==> src/logic/pbsc_defines.svh <==
// Constants shared by the pipelined burst memory control logic.
`ifndef PBSC_DEFINES_SVH
`define PBSC_DEFINES_SVH

// Address pins, burst counter width and the word layout.
`define PBSC_ADDR_W 18
`define PBSC_BURST_W 2
`define PBSC_DATA_W 32
`define PBSC_LANES 4
`define PBSC_WORD_W 36

// Word layout: data bytes in bits 31:0, one parity bit per lane in 35:32.
`define PBSC_PAR_LSB 32

// Lane masks for a write.
`define PBSC_ALL_LANES 4'hF
`define PBSC_NO_LANES 4'h0

// Sleep entry and exit each take this many clock cycles.
`define PBSC_SLEEP_TRANSITION_CYCLES 2
`define PBSC_SLEEP_CNT_W 2

// Burst order strap levels: low selects linear, high or floating interleaved.
`define PBSC_ORDER_LINEAR 1'h0
`define PBSC_ORDER_INTERLEAVED 1'h1

// Reset levels of the active-low synchronous pins and of the order strap.
`define PBSC_PIN_IDLE_N 1'h1
`define PBSC_SYNC_IDLE_HIGH 2'h3

`endif

==> src/logic/pbsc_pkg.sv <==
// Types of the pipelined burst memory control logic.
`include "pbsc_defines.svh"

package pbsc_pkg;

    // Phases of the low-power sleep sequence.
    typedef enum logic [1:0] {
        SLP_RUN,
        SLP_ENTER,
        SLP_ASLEEP,
        SLP_EXIT
    } pbsc_sleep_type;

    // Synchronous pins as captured by the input register.
    typedef struct packed {
        logic [`PBSC_ADDR_W-1:0] addr;
        logic cs1_n;
        logic cs2;
        logic cs3_n;
        logic pstb_n;
        logic cstb_n;
        logic advance_n;
        logic gwr_n;
        logic byte_wr_n;
        logic [`PBSC_LANES-1:0] lane_sel_n;
        logic [`PBSC_WORD_W-1:0] data;
    } pbsc_pins_type;

    // Whole state of the top module, apart from the burst counter's own registers.
    typedef struct packed {
        logic [1:0] oe_sync;
        logic [1:0] sleep_sync;
        logic [1:0] order_sync;
        pbsc_pins_type pins;
        logic active;
        logic rd_issue;
        logic [`PBSC_ADDR_W-1:0] arr_addr;
        logic [`PBSC_LANES-1:0] arr_we;
        logic [`PBSC_WORD_W-1:0] arr_wdata;
        logic [`PBSC_WORD_W-1:0] dout;
        logic dq_oe_n;
        pbsc_sleep_type sleep_st;
        logic [`PBSC_SLEEP_CNT_W-1:0] sleep_cnt;
        logic low_power;
    } pbsc_state_type;

    // State of the two-bit burst counter.
    typedef struct packed {
        logic [`PBSC_BURST_W-1:0] first;
        logic [`PBSC_BURST_W-1:0] cnt;
        logic [`PBSC_BURST_W-1:0] cur;
    } pbsc_burst_type;

endpackage

==> src/logic/pbsc_burst_counter.sv <==
// Two-bit wraparound burst counter with linear and interleaved order.
`timescale 1ns/1ps
`include "pbsc_defines.svh"

module pbsc_burst_counter (
    input wire logic clk,
    input wire logic rst_n,
    input wire logic load,
    input wire logic [`PBSC_BURST_W-1:0] load_bits,
    input wire logic step,
    input wire logic interleaved,
    output logic [`PBSC_BURST_W-1:0] cur,
    output logic [`PBSC_BURST_W-1:0] nxt
);

    pbsc_pkg::pbsc_burst_type st_q; // Registered counter state.
    pbsc_pkg::pbsc_burst_type st_d; // Next counter state.
    logic [`PBSC_BURST_W-1:0] cnt_inc; // Step count after one more advance.

    // The step count wraps modulo four, so a fourth advance returns to the start.
    assign cnt_inc = st_q.cnt + 2'h1;
    // Interleaved order flips bits of the start value, linear order adds one.
    assign nxt = interleaved ? (st_q.first ^ cnt_inc) : (st_q.cur + 2'h1);
    assign cur = st_q.cur;

    // Next state: a load restarts the sequence, a step walks it.
    always_comb begin
        st_d = st_q;
        if (load) begin
            st_d.first = load_bits;
            st_d.cnt = 2'h0;
            st_d.cur = load_bits;
        end else if (step) begin
            st_d.cnt = cnt_inc;
            st_d.cur = nxt;
        end
    end

    // State register.
    always_ff @(posedge clk or negedge rst_n) begin
        if (!rst_n) begin
            st_q <= '0;
        end else begin
            st_q <= st_d;
        end
    end
endmodule

==> src/logic/pbsc_top.sv <==
// Control logic of a pipelined burst static memory: pins, burst, writes, sleep.
`timescale 1ns/1ps
`include "pbsc_defines.svh"

module pbsc_top (
    input wire logic clk,
    input wire logic rst_n,
    input wire logic [`PBSC_ADDR_W-1:0] addr,
    input wire logic chip_sel1_n,
    input wire logic chip_sel2,
    input wire logic chip_sel3_n,
    input wire logic processor_addr_strobe_n,
    input wire logic controller_addr_strobe_n,
    input wire logic burst_advance_n,
    input wire logic global_write_n,
    input wire logic byte_write_enable_n,
    input wire logic [`PBSC_LANES-1:0] byte_lane_select_n,
    input wire logic output_enable_n,
    input wire logic sleep_request,
    input wire logic burst_order_sel,
    input wire logic [`PBSC_DATA_W-1:0] dq_i,
    output logic [`PBSC_DATA_W-1:0] dq_o,
    output logic dq_oe_n,
    input wire logic [`PBSC_LANES-1:0] parity_io_i,
    output logic [`PBSC_LANES-1:0] parity_io_o,
    output logic parity_io_oe_n,
    output logic [`PBSC_ADDR_W-1:0] arr_addr,
    output logic [`PBSC_LANES-1:0] arr_byte_we,
    output logic [`PBSC_WORD_W-1:0] arr_wdata,
    input wire logic [`PBSC_WORD_W-1:0] arr_rdata,
    output logic low_power
);

    pbsc_pkg::pbsc_state_type st_q; // Registered state.
    pbsc_pkg::pbsc_state_type st_d; // Next state.
    pbsc_pkg::pbsc_pins_type p; // Pins captured at the previous edge.

    logic awake; // Sleep sequence is idle, accesses are honoured.
    logic sel; // All three chip selects active.
    logic pstb_go; // Processor strobe recognised.
    logic cstb_go; // Controller strobe recognised.
    logic start; // Some strobe asks for a new access or a deselect.
    logic [`PBSC_LANES-1:0] lanes; // Byte lanes the write controls ask for.
    logic wr_ctl; // Write controls active.
    logic load; // New address enters address register and counter.
    logic step; // Burst counter advances this cycle.
    logic wr_go; // A write is issued to the array this cycle.
    logic rd_go; // A read is issued to the array this cycle.
    logic tristate_now; // This cycle forces the data pins off.
    logic interleaved; // Selected burst order.
    logic [`PBSC_BURST_W-1:0] burst_cur; // Current low address bits.
    logic [`PBSC_BURST_W-1:0] burst_nxt; // Low address bits after one step.

    assign p = st_q.pins;
    assign awake = (st_q.sleep_st == pbsc_pkg::SLP_RUN);
    assign interleaved = (st_q.order_sync[1] == `PBSC_ORDER_INTERLEAVED);
    assign sel = !p.cs1_n && p.cs2 && !p.cs3_n;

    // The processor strobe counts only while the first select is low.
    assign pstb_go = !p.pstb_n && !p.cs1_n;
    // When both strobes are recognised the controller strobe is dropped.
    assign cstb_go = !p.cstb_n && !pstb_go;
    assign start = pstb_go || cstb_go;

    // Global write overrides the byte controls; otherwise lanes come from the selects.
    assign lanes = !p.gwr_n ? `PBSC_ALL_LANES : (!p.byte_wr_n ? ~p.lane_sel_n : `PBSC_NO_LANES);
    assign wr_ctl = (lanes != `PBSC_NO_LANES);

    // Access decode. A processor strobe start is always a read; its write
    // happens on the following cycle as an ordinary continue cycle.
    always_comb begin
        load = 1'b0;
        step = 1'b0;
        wr_go = 1'b0;
        rd_go = 1'b0;
        if (!awake) begin
            // Sleep transitions and sleep itself ignore every pin.
        end else if (start && sel) begin
            load = 1'b1;
            if (cstb_go && wr_ctl) begin
                wr_go = 1'b1;
            end else begin
                rd_go = 1'b1;
            end
        end else if (!start && st_q.active) begin
            // Continue or suspend the burst; advance is read only here.
            step = !p.advance_n;
            if (wr_ctl) begin
                wr_go = 1'b1;
            end else begin
                rd_go = 1'b1;
            end
        end
    end

    // Cycles that drive the data pins off regardless of output enable.
    assign tristate_now = !awake || wr_go || (start && !sel)
                          || (start && sel && !st_q.active);

    pbsc_burst_counter i_pbsc_burst_counter (
        .clk(clk),
        .rst_n(rst_n),
        .load(load),
        .load_bits(p.addr[`PBSC_BURST_W-1:0]),
        .step(step),
        .interleaved(interleaved),
        .cur(burst_cur),
        .nxt(burst_nxt)
    );

    // Next-state logic for the pipeline, the pin drivers and the sleep sequence.
    always_comb begin
        st_d = st_q;
        // Asynchronous pins pass two flip-flops before anything reads them.
        st_d.oe_sync = {st_q.oe_sync[0], output_enable_n};
        st_d.sleep_sync = {st_q.sleep_sync[0], sleep_request};
        st_d.order_sync = {st_q.order_sync[0], burst_order_sel};
        // Synchronous pins are captured once on the rising edge.
        st_d.pins.addr = addr;
        st_d.pins.cs1_n = chip_sel1_n;
        st_d.pins.cs2 = chip_sel2;
        st_d.pins.cs3_n = chip_sel3_n;
        st_d.pins.pstb_n = processor_addr_strobe_n;
        st_d.pins.cstb_n = controller_addr_strobe_n;
        st_d.pins.advance_n = burst_advance_n;
        st_d.pins.gwr_n = global_write_n;
        st_d.pins.byte_wr_n = byte_write_enable_n;
        st_d.pins.lane_sel_n = byte_lane_select_n;
        st_d.pins.data = {parity_io_i, dq_i};

        // Selection tracking: a deselecting strobe or sleep ends the burst.
        if (!awake || (start && !sel)) begin
            st_d.active = 1'b0;
        end else if (load) begin
            st_d.active = 1'b1;
        end

        // Array address: external on a start, else counter-generated low bits.
        if (load) begin
            st_d.arr_addr = p.addr;
        end else begin
            st_d.arr_addr = {st_q.arr_addr[`PBSC_ADDR_W-1:`PBSC_BURST_W],
                             step ? burst_nxt : burst_cur};
        end
        // Only the chosen lanes are strobed, so the others keep their contents.
        st_d.arr_we = wr_go ? lanes : `PBSC_NO_LANES;
        st_d.arr_wdata = p.data;
        st_d.rd_issue = rd_go;

        // Read data enters the output register one edge after its address.
        if (st_q.rd_issue) begin
            st_d.dout = arr_rdata;
        end
        // Pins drive only for read data, with output enable low, and never in
        // a write, deselect or first cycle with no burst active. Output enable is resampled, so it
        // acts two edges late; the controller must raise it early.
        st_d.dq_oe_n = tristate_now || !st_q.rd_issue || st_q.oe_sync[1];

        // Sleep: two cycles to enter, two to leave, both fixed in length.
        st_d.sleep_cnt = st_q.sleep_cnt + 2'h1;
        unique case (st_q.sleep_st)
            pbsc_pkg::SLP_RUN: begin
                st_d.sleep_cnt = '0;
                if (st_q.sleep_sync[1]) begin
                    st_d.sleep_st = pbsc_pkg::SLP_ENTER;
                end
            end
            pbsc_pkg::SLP_ENTER: begin
                if (st_q.sleep_cnt == 2'(`PBSC_SLEEP_TRANSITION_CYCLES - 1)) begin
                    st_d.sleep_st = pbsc_pkg::SLP_ASLEEP;
                    st_d.low_power = 1'b1;
                end
            end
            pbsc_pkg::SLP_ASLEEP: begin
                st_d.sleep_cnt = '0;
                if (!st_q.sleep_sync[1]) begin
                    st_d.sleep_st = pbsc_pkg::SLP_EXIT;
                    st_d.low_power = 1'b0;
                end
            end
            pbsc_pkg::SLP_EXIT: begin
                // Pins are still ignored here, which the controller honours
                // by keeping selects and strobes inactive meanwhile.
                if (st_q.sleep_cnt == 2'(`PBSC_SLEEP_TRANSITION_CYCLES - 1)) begin
                    st_d.sleep_st = pbsc_pkg::SLP_RUN;
                end
            end
        endcase
    end

    // State register. Active-low pins except cs3_n and lane_sel_n, and the strap, rest at their idle levels.
    always_ff @(posedge clk or negedge rst_n) begin
        if (!rst_n) begin
            st_q <= '0;
            st_q.oe_sync <= `PBSC_SYNC_IDLE_HIGH;
            st_q.order_sync <= `PBSC_SYNC_IDLE_HIGH;
            st_q.pins.cs1_n <= `PBSC_PIN_IDLE_N;
            st_q.pins.pstb_n <= `PBSC_PIN_IDLE_N;
            st_q.pins.cstb_n <= `PBSC_PIN_IDLE_N;
            st_q.pins.advance_n <= `PBSC_PIN_IDLE_N;
            st_q.pins.gwr_n <= `PBSC_PIN_IDLE_N;
            st_q.pins.byte_wr_n <= `PBSC_PIN_IDLE_N;
            st_q.dq_oe_n <= 1'b1;
        end else begin
            st_q <= st_d;
        end
    end

    // Outputs come straight from the state register.
    assign dq_o = st_q.dout[`PBSC_DATA_W-1:0];
    assign parity_io_o = st_q.dout[`PBSC_WORD_W-1:`PBSC_PAR_LSB];
    assign dq_oe_n = st_q.dq_oe_n;
    assign parity_io_oe_n = st_q.dq_oe_n;
    assign arr_addr = st_q.arr_addr;
    assign arr_byte_we = st_q.arr_we;
    assign arr_wdata = st_q.arr_wdata;
    assign low_power = st_q.low_power;
endmodule

==> config.mk <==
export PLATFORM = sky130hd
export DESIGN_NAME = pbsc_top
export DESIGN_NICKNAME = d
export VERILOG_FILES = /design/src/logic/pbsc_pkg.sv /design/src/logic/pbsc_burst_counter.sv /design/src/logic/pbsc_top.sv
export VERILOG_INCLUDE_DIRS = /design/src /design/src/logic
export SDC_FILE = /design/constraint.sdc
export NUM_CORES = 1
export LEC_CHECK = 0
export ABC_AREA = 1
export ABC_CLOCK_PERIOD_IN_PS = 1700
export BUFFER_PORTS_ARGS = -buffer_cell sky130_fd_sc_hd__buf_2
export CAP_MARGIN = 10
export CORE_ASPECT_RATIO = 0.7
export CORE_MARGIN = 1
export CORE_UTILIZATION = 50
export CTS_CLUSTER_SIZE = 28
export DETAILED_ROUTE_END_ITERATION = 6
export PLACE_DENSITY = 0.8
export SLEW_MARGIN = 5
export SYNTH_ARGS = -nofsm -noshare
export SYNTH_HDL_FRONTEND = slang
export SYNTH_SLANG_ARGS = --single-unit
==> constraint.sdc <==
create_clock -name clk -period 1.7 [get_ports clk]
set_clock_uncertainty 0.05 [all_clocks]
set_input_delay 0 -clock clk [delete_from_list [all_inputs] [get_ports clk]]
set_output_delay 0 -clock clk [all_outputs]
set_load 0.01 [all_outputs]
After elaboration in Yosys (flattened, before gate mapping)
Cells that the tools add are included.

Bitwise gates (word level): 2. Muxes and demuxes: 34. Add/sub/neg operators: 3. Reduce and logical (&&, ||, !) cells: 35. Equality and inequality tests: 8.

Operators by type and width (count): two-way mux 4 bit (5); two-way mux 1 bit (19); two-way mux 2 bit (8); zero test 1 bit (11); logical AND 1 bit (9); inequality test 2 bit, second input constant (4); case mux 2 bit (4 select lines) (1); logical OR 1 bit (7); adder 2 x 1 -> 2 bit, second input constant (3); nonzero test 2 bit (3); == test 2 x 1 -> 1 bit, second input constant (2); == test 2 bit, second input constant (2); inverter 4 bit (1); AND reduction 4 bit (1); nonzero test 4 bit (1); AND reduction 3 bit (1); zero test 2 bit (1); case mux 1 bit (2 select lines) (1); OR reduction 2 bit (1); XOR 2 bit (1).

Register bits: 180.

Logic depth before layout (Yosys ltp)
Gate-level depths: netlist of the first run.

Word-level depth: 15. Gate-level depth with buffers: 8. Mapped depth without buffers: 7.

Cells and area by module
A second synthesis of the first run with hierarchy kept.

Cells, all modules: 493. Area total of the unflattened synthesis: 6516.2 um^2.

By module, submodules not included: pbsc_top (cells an instance 449, area an instance 6167.2 um^2, seq. area each 4367.9 um^2, times used 1); pbsc_burst_counter (cells an instance 44, area an instance 349.1 um^2, seq. area each 150.1 um^2, times used 1).

Worst setup path after synthesis of the first run
Ideal clock, no wire load.

Kind: register -> register. Start: register st_q[3] (netlist name). End: register st_q (netlist bit arr_addr[1]). Library setup time: 69 ps. Period minus slack after synthesis: 1356 ps. Cell stages (with the launch flop): 8. Arrival time: 1237 ps. Required time: 1581 ps. Path slack: 344 ps. Path through: dfrtp_1 -> inv_1 -> ha_1 -> buf_4 -> nand4_2 -> nor2_1 -> nand3_1 -> nand3_1.

RTL lines: start: declaration (RTL line pbsc_top.sv:34) `pbsc_pkg::pbsc_state_type st_q;`; start signal: assignment (RTL line pbsc_top.sv:205) `st_q <= st_d;`.

Final worst setup path of the first run
Start: register st_q[3] (netlist name). End: register st_q (netlist bit arr_addr[10]).

Longest elaborated chain between the ends: 2.

RTL lines: zero test 2 bit (RTL line pbsc_top.sv:55) `assign awake = (st_q.sleep_st == pbsc_pkg::SLP_RUN);`; two-way mux 1 bit (RTL line pbsc_top.sv:76) `if (!awake) begin`.

Every way passes these cells. A chain may end at the register's enable or synchronous reset.

==> summary.txt, run 1 <==
Outcome
  • Status: finished, final reports clean

Floorplan
  • Rows: 34
  • DIE WIDTH: about 140 µm
  • Die area: between 10000 and 15000 µm²
  • Initial core utilization: 51.7%
  • # IOs: roughly 200
  • Core area: 12500 µm²
  • Die height: 97.1 µm

CTS
  • H-tree levels: 4
  • Clock sink count: 180
  • TritonCTS clock tree: built
  • TritonCTS Buffers: 17
  • Root buf cell: clkbuf_16
  • Clock slew at reported path FFs: approximately 0.07 ns
  • Worst skew pair latency: ~0.41 ns
  • Clock buffer depth: 2

STA
  • Hold WS: between 0.08 and 0.09 ns
  • Period utilisation layout: 93.6%
  • Worst slew pin tran: between 0.4 and 0.5 ns
  • Slew HR: 72.8%
  • Hold Fails Final Rpt: 0
  • Max Slew Vio Count: 0
  • Fmax: roughly 630 MHz
  • Final setup fails: 0
  • Final min period: 1.59 ns

Critical path
  • CP Launch Type: register
  • Worst setup startpoint: st_q[3]
  • Worst path required time: about 2 ns
  • Critical Path AT: between 1.5 and 2 ns
  • CP Class: register to register
  • RR Endpoint: arr_addr[10]
  • Reg2reg start: st_q[3]
  • Setup crit end: arr_addr[10]
  • Reg2reg setup slack: between 0.1 and 0.15 ns
  • Critical path endpoint category: register
  • Crit-path max FO: 20
  • Register-to-Register Path Depth: 6

Global route
  • Number of global-route vias before repair: about 4.4k
  • Largest net degree at the start of global routing: approximately 70
  • Initial antenna violation count: 0
  • First-pass GRT wire length: roughly 20000 µm
  • Global router's overall resource usage: between 20% and 30%
  • Grt ovf: 0

Synthesis
  • Number of distinct library cells after synthesis: 27
  • Synthesized Nets: around 590
  • Synth Instances: 475
  • Post-synthesis sequential area ratio: about 70%
  • Synth warn: 0
  • Mean Syn Cell Area: 13.6 µm²
  • Post-Syn Area: 6460 µm²
  • Synth Register Bits: between 150 and 200

Detailed routing
  • Initial drt markers: 125
  • Wirelength, routed: ~13000 µm
  • Routed vias/inst: between 4 and 5
  • DR pass1 iterations: 4
  • WL/cell: ~14 µm
  • Antenna viol nets, final: 0
  • Vias: a little under 4k
  • DRC viols: 0

Placed design
  • DPL Wire Length: 7810 µm
  • Cells after DPL: 743
  • Final Wtd Congestion: around 0.76
  • Port bufs: around 200
  • Post-DP Area: about 7000 µm²

Run
  • Max cap viols: 0

Final layout
  • Reg area: approximately 4500 µm²
  • Layout area overhead: 34.1%
  • Multi-input gate area: roughly 1100 µm²
  • Layout Nets: around 800
  • Final instance area: between 8000 and 9000 µm²
  • N_diodes: 0
  • Non-Filler Instances: 882
  • FILL cells: between 800 and 900
  • Share of cells above drive strength 1: between 40% and 50%

Pwr
  • Leakage: approximately 4.5 nW
  • PD cells: between 1000 and 1500 nW/µm²
  • VDD IR-drop max: a little under 0.9 mV

Min path
  • Hold/Removal Path Class: primary input to async pin
## how the worst min path moves through the flow
stage	end	slack [ns]
5_1_grt	p[41]	0.09
3_3_place_gp	arr_wdata[30]	-0.15
6_report	arr_wdata[34]	0.08
2_1_floorplan	arr_addr[0]	-0.35
3_5_place_dp	arr_wdata[30]	-0.15
4_1_cts	p[40]	0.09
## worst max-delay path, stage by stage, from the launching register on
cell and delay, ns:
dfrtp_1 0.41, inv_1 0.12, ha_2 0.29, nand3_4 0.11
inv_2 0.32, nand2_1 0.10, nand2_1 0.12
## Yosys cell counts
cell type  count  area [µm²]
dfrtp_1      169        4230
buf_4        101         758
nand2_1       70         263
mux2_2        36         405
inv_1         18        67.6
nor2_1        16        60.1
nand3_1       14        70.1
dfstp_2       11         289
ha_1           5        62.6
o21ai_0        5        25.0
a21oi_1        4        20.0
nand2_2        4        25.0
o21ai_2        4        35.0
inv_2          3        11.3
nand2_4        2        22.5
nor3_1         2        10.0
buf_2          1        5.00
buf_6          1        11.3
buf_8          1        15.0
nand3_2        1        10.0
nand3_4        1        17.5
nand4_1        1        6.26
nand4_2        1        12.5
nor2_2         1        6.26
nor2_4         1        11.3
o211ai_1       1        7.51
xnor2_1        1        8.76
## state kept, by name (all words and copies together), names as in the netlist, 2 cells and up
name,flops
st_d,3
arr_addr,18
st_q,8
i_pbsc_burst_counter.st_q,4
arr_wdata,36
p,66
arr_byte_we,4
parity_io_o,4
i_pbsc_burst_counter.cur,2
dq_o,32
## routing by layer
metal / up-vias / global-route usage, % / wire length, µm
met3: 19 / 5.58 / 821
met1: 1943 / 23.3 / 5080
met2: 145 / 35.7 / 6630
li1: 1868 / - / -
met4: 0 / 6.86 / 201
met5: - / 0 / 0
## final cells by class
type | count | area share, %
clock buffer | 20 | 5.27
clock inverter | 12 | 1.59
inverter | 21 | 0.909
multi-input combinational | 170 | 12.5
sequential | 180 | 52.1
tap | 162 | 2.34
timing repair buffer | 317 | 25.3
## logic make-up after synthesis
logic type	share of synthesized area, %
xor+xnor	0.135
compound gates	1.35
flops	69.9
fa+ha+maj	0.968
buf+inv	13.4
simple gates	7.95
mux	6.27
## stage by stage
| stage | total power [mW] | setup TNS [ns] | setup slack [ns] | utilization [%] |
|---|---|---|---|---|
| 4_1_cts | 11.0 | 0 | 0.0321 | 69.3 |
| 2_1_floorplan | 6.56 | 0 | 0.344 | - |
| 3_3_place_gp | 6.78 | 0 | 0.147 | 55.9 |
| 5_1_grt | 11.4 | -0.00607 | -0.00607 | 69.3 |
| 6_report | 10.9 | 0 | 0.109 | 69.3 |
| 3_5_place_dp | 6.89 | 0 | 0.0482 | 55.9 |
## power breakdown
group	internal [mW]	switching [mW]	leakage (nW)	total (mW)
combinational	0.906	0.953	2.02	1.86
clock	2.16	1.68	0.289	3.83
sequential	4.86	0.308	2.21	5.17
total	7.92	2.94	4.52	10.9
## what timing repair did
| item | CTS | global route |
|---|---|---|
| endpoints found under the hold margin | 276 | 0 |
| buffers inserted | 0 | 0 |
| setup endpoints to repair | 0 | 27 |
| hold buffers | 107 | 0 |
| resized for setup | 0 | 2 |
## cell usage in the layout (no fill, tap or decap), types with 5 or more instances in the layout
cell and instances:
nor2_1 15, mux2_2 36, clkbuf_16 17, buf_2 202, o21ai_0 5, nand3_1 14, dlygate4sd3_1 106, dfrtp_1 169
inv_1 18, dfstp_2 11, nand2_1 70
Power figures use the tool's default switching activity.
==> run 2, diff against run 1 <==
--- a/config.mk
+++ b/config.mk
@@ -6,7 +6,6 @@
 export SDC_FILE = /design/constraint.sdc
 export NUM_CORES = 1
 export LEC_CHECK = 0
-export ABC_AREA = 1
 export ABC_CLOCK_PERIOD_IN_PS = 1700
 export BUFFER_PORTS_ARGS = -buffer_cell sky130_fd_sc_hd__buf_2
 export CAP_MARGIN = 10
@@ -15,6 +14,7 @@
 export CORE_UTILIZATION = 50
 export CTS_CLUSTER_SIZE = 28
 export DETAILED_ROUTE_END_ITERATION = 6
+export MAX_ROUTING_LAYER = met4
 export PLACE_DENSITY = 0.8
 export SLEW_MARGIN = 5
 export SYNTH_ARGS = -nofsm -noshare
==> summary.txt, run 2 <==
Detailed routing
  • DR pass1 iterations: 4
  • Initial drt markers: 123
  • WL/cell: approximately 16 µm
  • Wirelength, routed: between 10000 and 15000 µm
  • Routed vias/inst: ~4.6
  • Antenna viol nets, final: 0
  • DRC viols: 0
  • Vias: ~3.8k

Synthesis
  • Primary FF master, synth: dfrtp_1
  • Synth Instances: around 400
  • Post-synthesis sequential area ratio: between 70% and 80%
  • Ys async rst share: between 90% and 100%
  • Synth top cells by count: 169 x dfrtp_1, 95 x buf_4, 54 x mux2_2, 11 x dfstp_2, 9 x inv_1
  • Synth warn: 0
  • Most numerous cell in the Yosys netlist: dfrtp_1
  • Mean Syn Cell Area: about 16 µm²
  • Post-Syn Area: 6420 µm²
  • Ranking of synthesized cells by area: dfrtp_1 66%, buf_4 11%, mux2_2 9.5%
  • Yosys top cell area share: roughly two thirds
  • Synthesized Nets: between 500 and 600
  • Synth Register Bits: 180
  • Yosys top cell by area: dfrtp_1
  • Post-synth EDFFs: 0
  • Number of distinct library cells after synthesis: 39

Pwr
  • Total power: 12.1 mW
  • VDD IR-drop max: 0.764 mV
  • Leakage: approximately 4.3 nW
  • PD cells: 1390 nW/µm²

STA
  • RSZ-0062 raised after global routing: true
  • Setup TNS: 0 ns
  • Max Slew Vio Count: 0
  • Period utilisation layout: a little over nine tenths
  • Final min period: around 1.7 ns
  • Hold Fails Final Rpt: 0
  • Worst Slack Setup Final: about 0.019 ns
  • Hold WS: 0.0577 ns
  • Final setup fails: 0
  • Worst slew pin tran: between 0.4 and 0.5 ns
  • Slew HR: 67.8%
  • Fmax: between 500 and 600 MHz

Global route
  • Initial antenna violation count: 0
  • First-pass GRT wire length: 21000 µm
  • Largest net degree at the start of global routing: roughly 60
  • Grt ovf: 0
  • Number of global-route vias before repair: between 4k and 5k
  • Global router's overall resource usage: between 20% and 30%

Final layout
  • Most common cell after layout, fill and taps aside: buf_2
  • Max reg flops: 66
  • Non-Filler Instances: ~820
  • N_diodes: 0
  • Layout area overhead: 36.3%
  • Share of cells above drive strength 1: between 50% and 60%
  • Most frequent cells in the layout: 202 x buf_2, 169 x dfrtp_1, 106 x dlygate4sd3_1
  • Layout Nets: ~760

Floorplan
  • # IOs: between 200 and 250
  • Die area: ~13000 µm²
  • Core area: ~12000 µm²
  • DIE WIDTH: 137 µm
  • Initial core utilization: between 50% and 60%
  • Rows: 34
  • Die height: roughly 97 µm

Critical path
  • Worst path required time: between 1.5 and 2 ns
  • CP Launch Type: register
  • CP Class: register to register
  • Critical Path AT: around 1.9 ns
  • Critical path endpoint category: register
  • Reg2reg setup slack: ~0.019 ns
  • Crit-path max FO: 11

Placed design
  • Port bufs: approximately 200
  • Final Wtd Congestion: just under 0.8
  • DPL Wire Length: between 7000 and 8000 µm
  • Cells after DPL: 682
  • DP Worst Slack: -0.151 ns

Outcome
  • Status: finished, final reports clean

Min path
  • Hold/Removal Path Class: primary input to async pin

CTS
  • TritonCTS clock tree: built
  • Clock slew at reported path FFs: around 0.07 ns
  • Root buf cell: clkbuf_16
  • Clock buffer depth: 2
  • Clock sink count: 180
  • Worst skew pair latency: roughly 0.4 ns
  • TritonCTS Buffers: 17
  • H-tree levels: 4

Run
  • Max cap viols: 0
[run 2: area by class of cell]
class | count | area (µm²)
Fill cell | 796 | 3720
Clock inverter | 14 | 123
Tap cell | 162 | 203
Clock buffer | 18 | 429
Sequential cell | 180 | 4520
Multi-Input combinational cell | 113 | 1150
Timing Repair Buffer | 328 | 2290
Inverter | 9 | 33.8
[run 2: worst paths after layout]
path,start,cells after the start,end
hold / removal,rst_n,2,arr_byte_we[1]
setup reg to reg,st_q[4],6,arr_addr[6]
max in group asynchronous,rst_n,3,p[24]
setup / recovery,st_q[4],6,arr_addr[6]
hold reg to reg,p[35],0,arr_wdata[35]
min in group clk,dq_i[4],2,p[4]
[run 2: report_power, final]
group | switching [mW] | total (mW) | internal [mW]
logic | 1.33 | 2.93 | 1.60
registers | 0.460 | 5.61 | 5.15
clock network | 1.66 | 3.58 | 1.92
total | 3.45 | 12.1 | 8.68
[run 2: timing repair]
item	CTS	global route
endpoints found under the hold margin	283	0
pin swaps	2	4
setup buffers	2	2
endpoints found under the setup margin	22	6
hold buffers	106	0
gates cloned	0	0
resized for setup	5	3
[run 2: per-stage QoR]
| step | instance area (µm²) | utilization, % |
|---|---|---|
| finish | 8750 | 70.2 |
| global placement | 7060 | 56.6 |
| CTS | 8720 | 70.0 |
| floorplan | 6440 | - |
| global route | 8750 | 70.2 |
| detailed placement | 7060 | 56.6 |
[run 2: cells by family after synthesis]
logic type               Yosys count  share of synthesized area [%]
XOR/XNOR                           3                          0.624
AO/OA/AOI/OAI                     25                           3.24
flip-flops                       180                           70.4
multiplexers                      58                           10.1
adder cells (fa/ha/maj)            5                          0.975
buffers and inverters            111                           12.4
AND/OR/NAND/NOR                   22                           2.30
[run 2: critical path, stage by stage, from the launching register on]
cell and delay [ns]:
dfrtp_1 0.40, inv_2 0.09, ha_4 0.16, a21bo_4 0.26, nor2_8 0.12, buf_12 0.15
mux2_2 0.34
[run 2: metal layers]
metal,GRT usage [%],part of all wire [%],up-vias
met5,-,0,-
met4,7.95,1.9,0
met3,5.35,5.3,29
met2,37.3,53,138
met1,24.8,40,1852
li1,-,-,1741
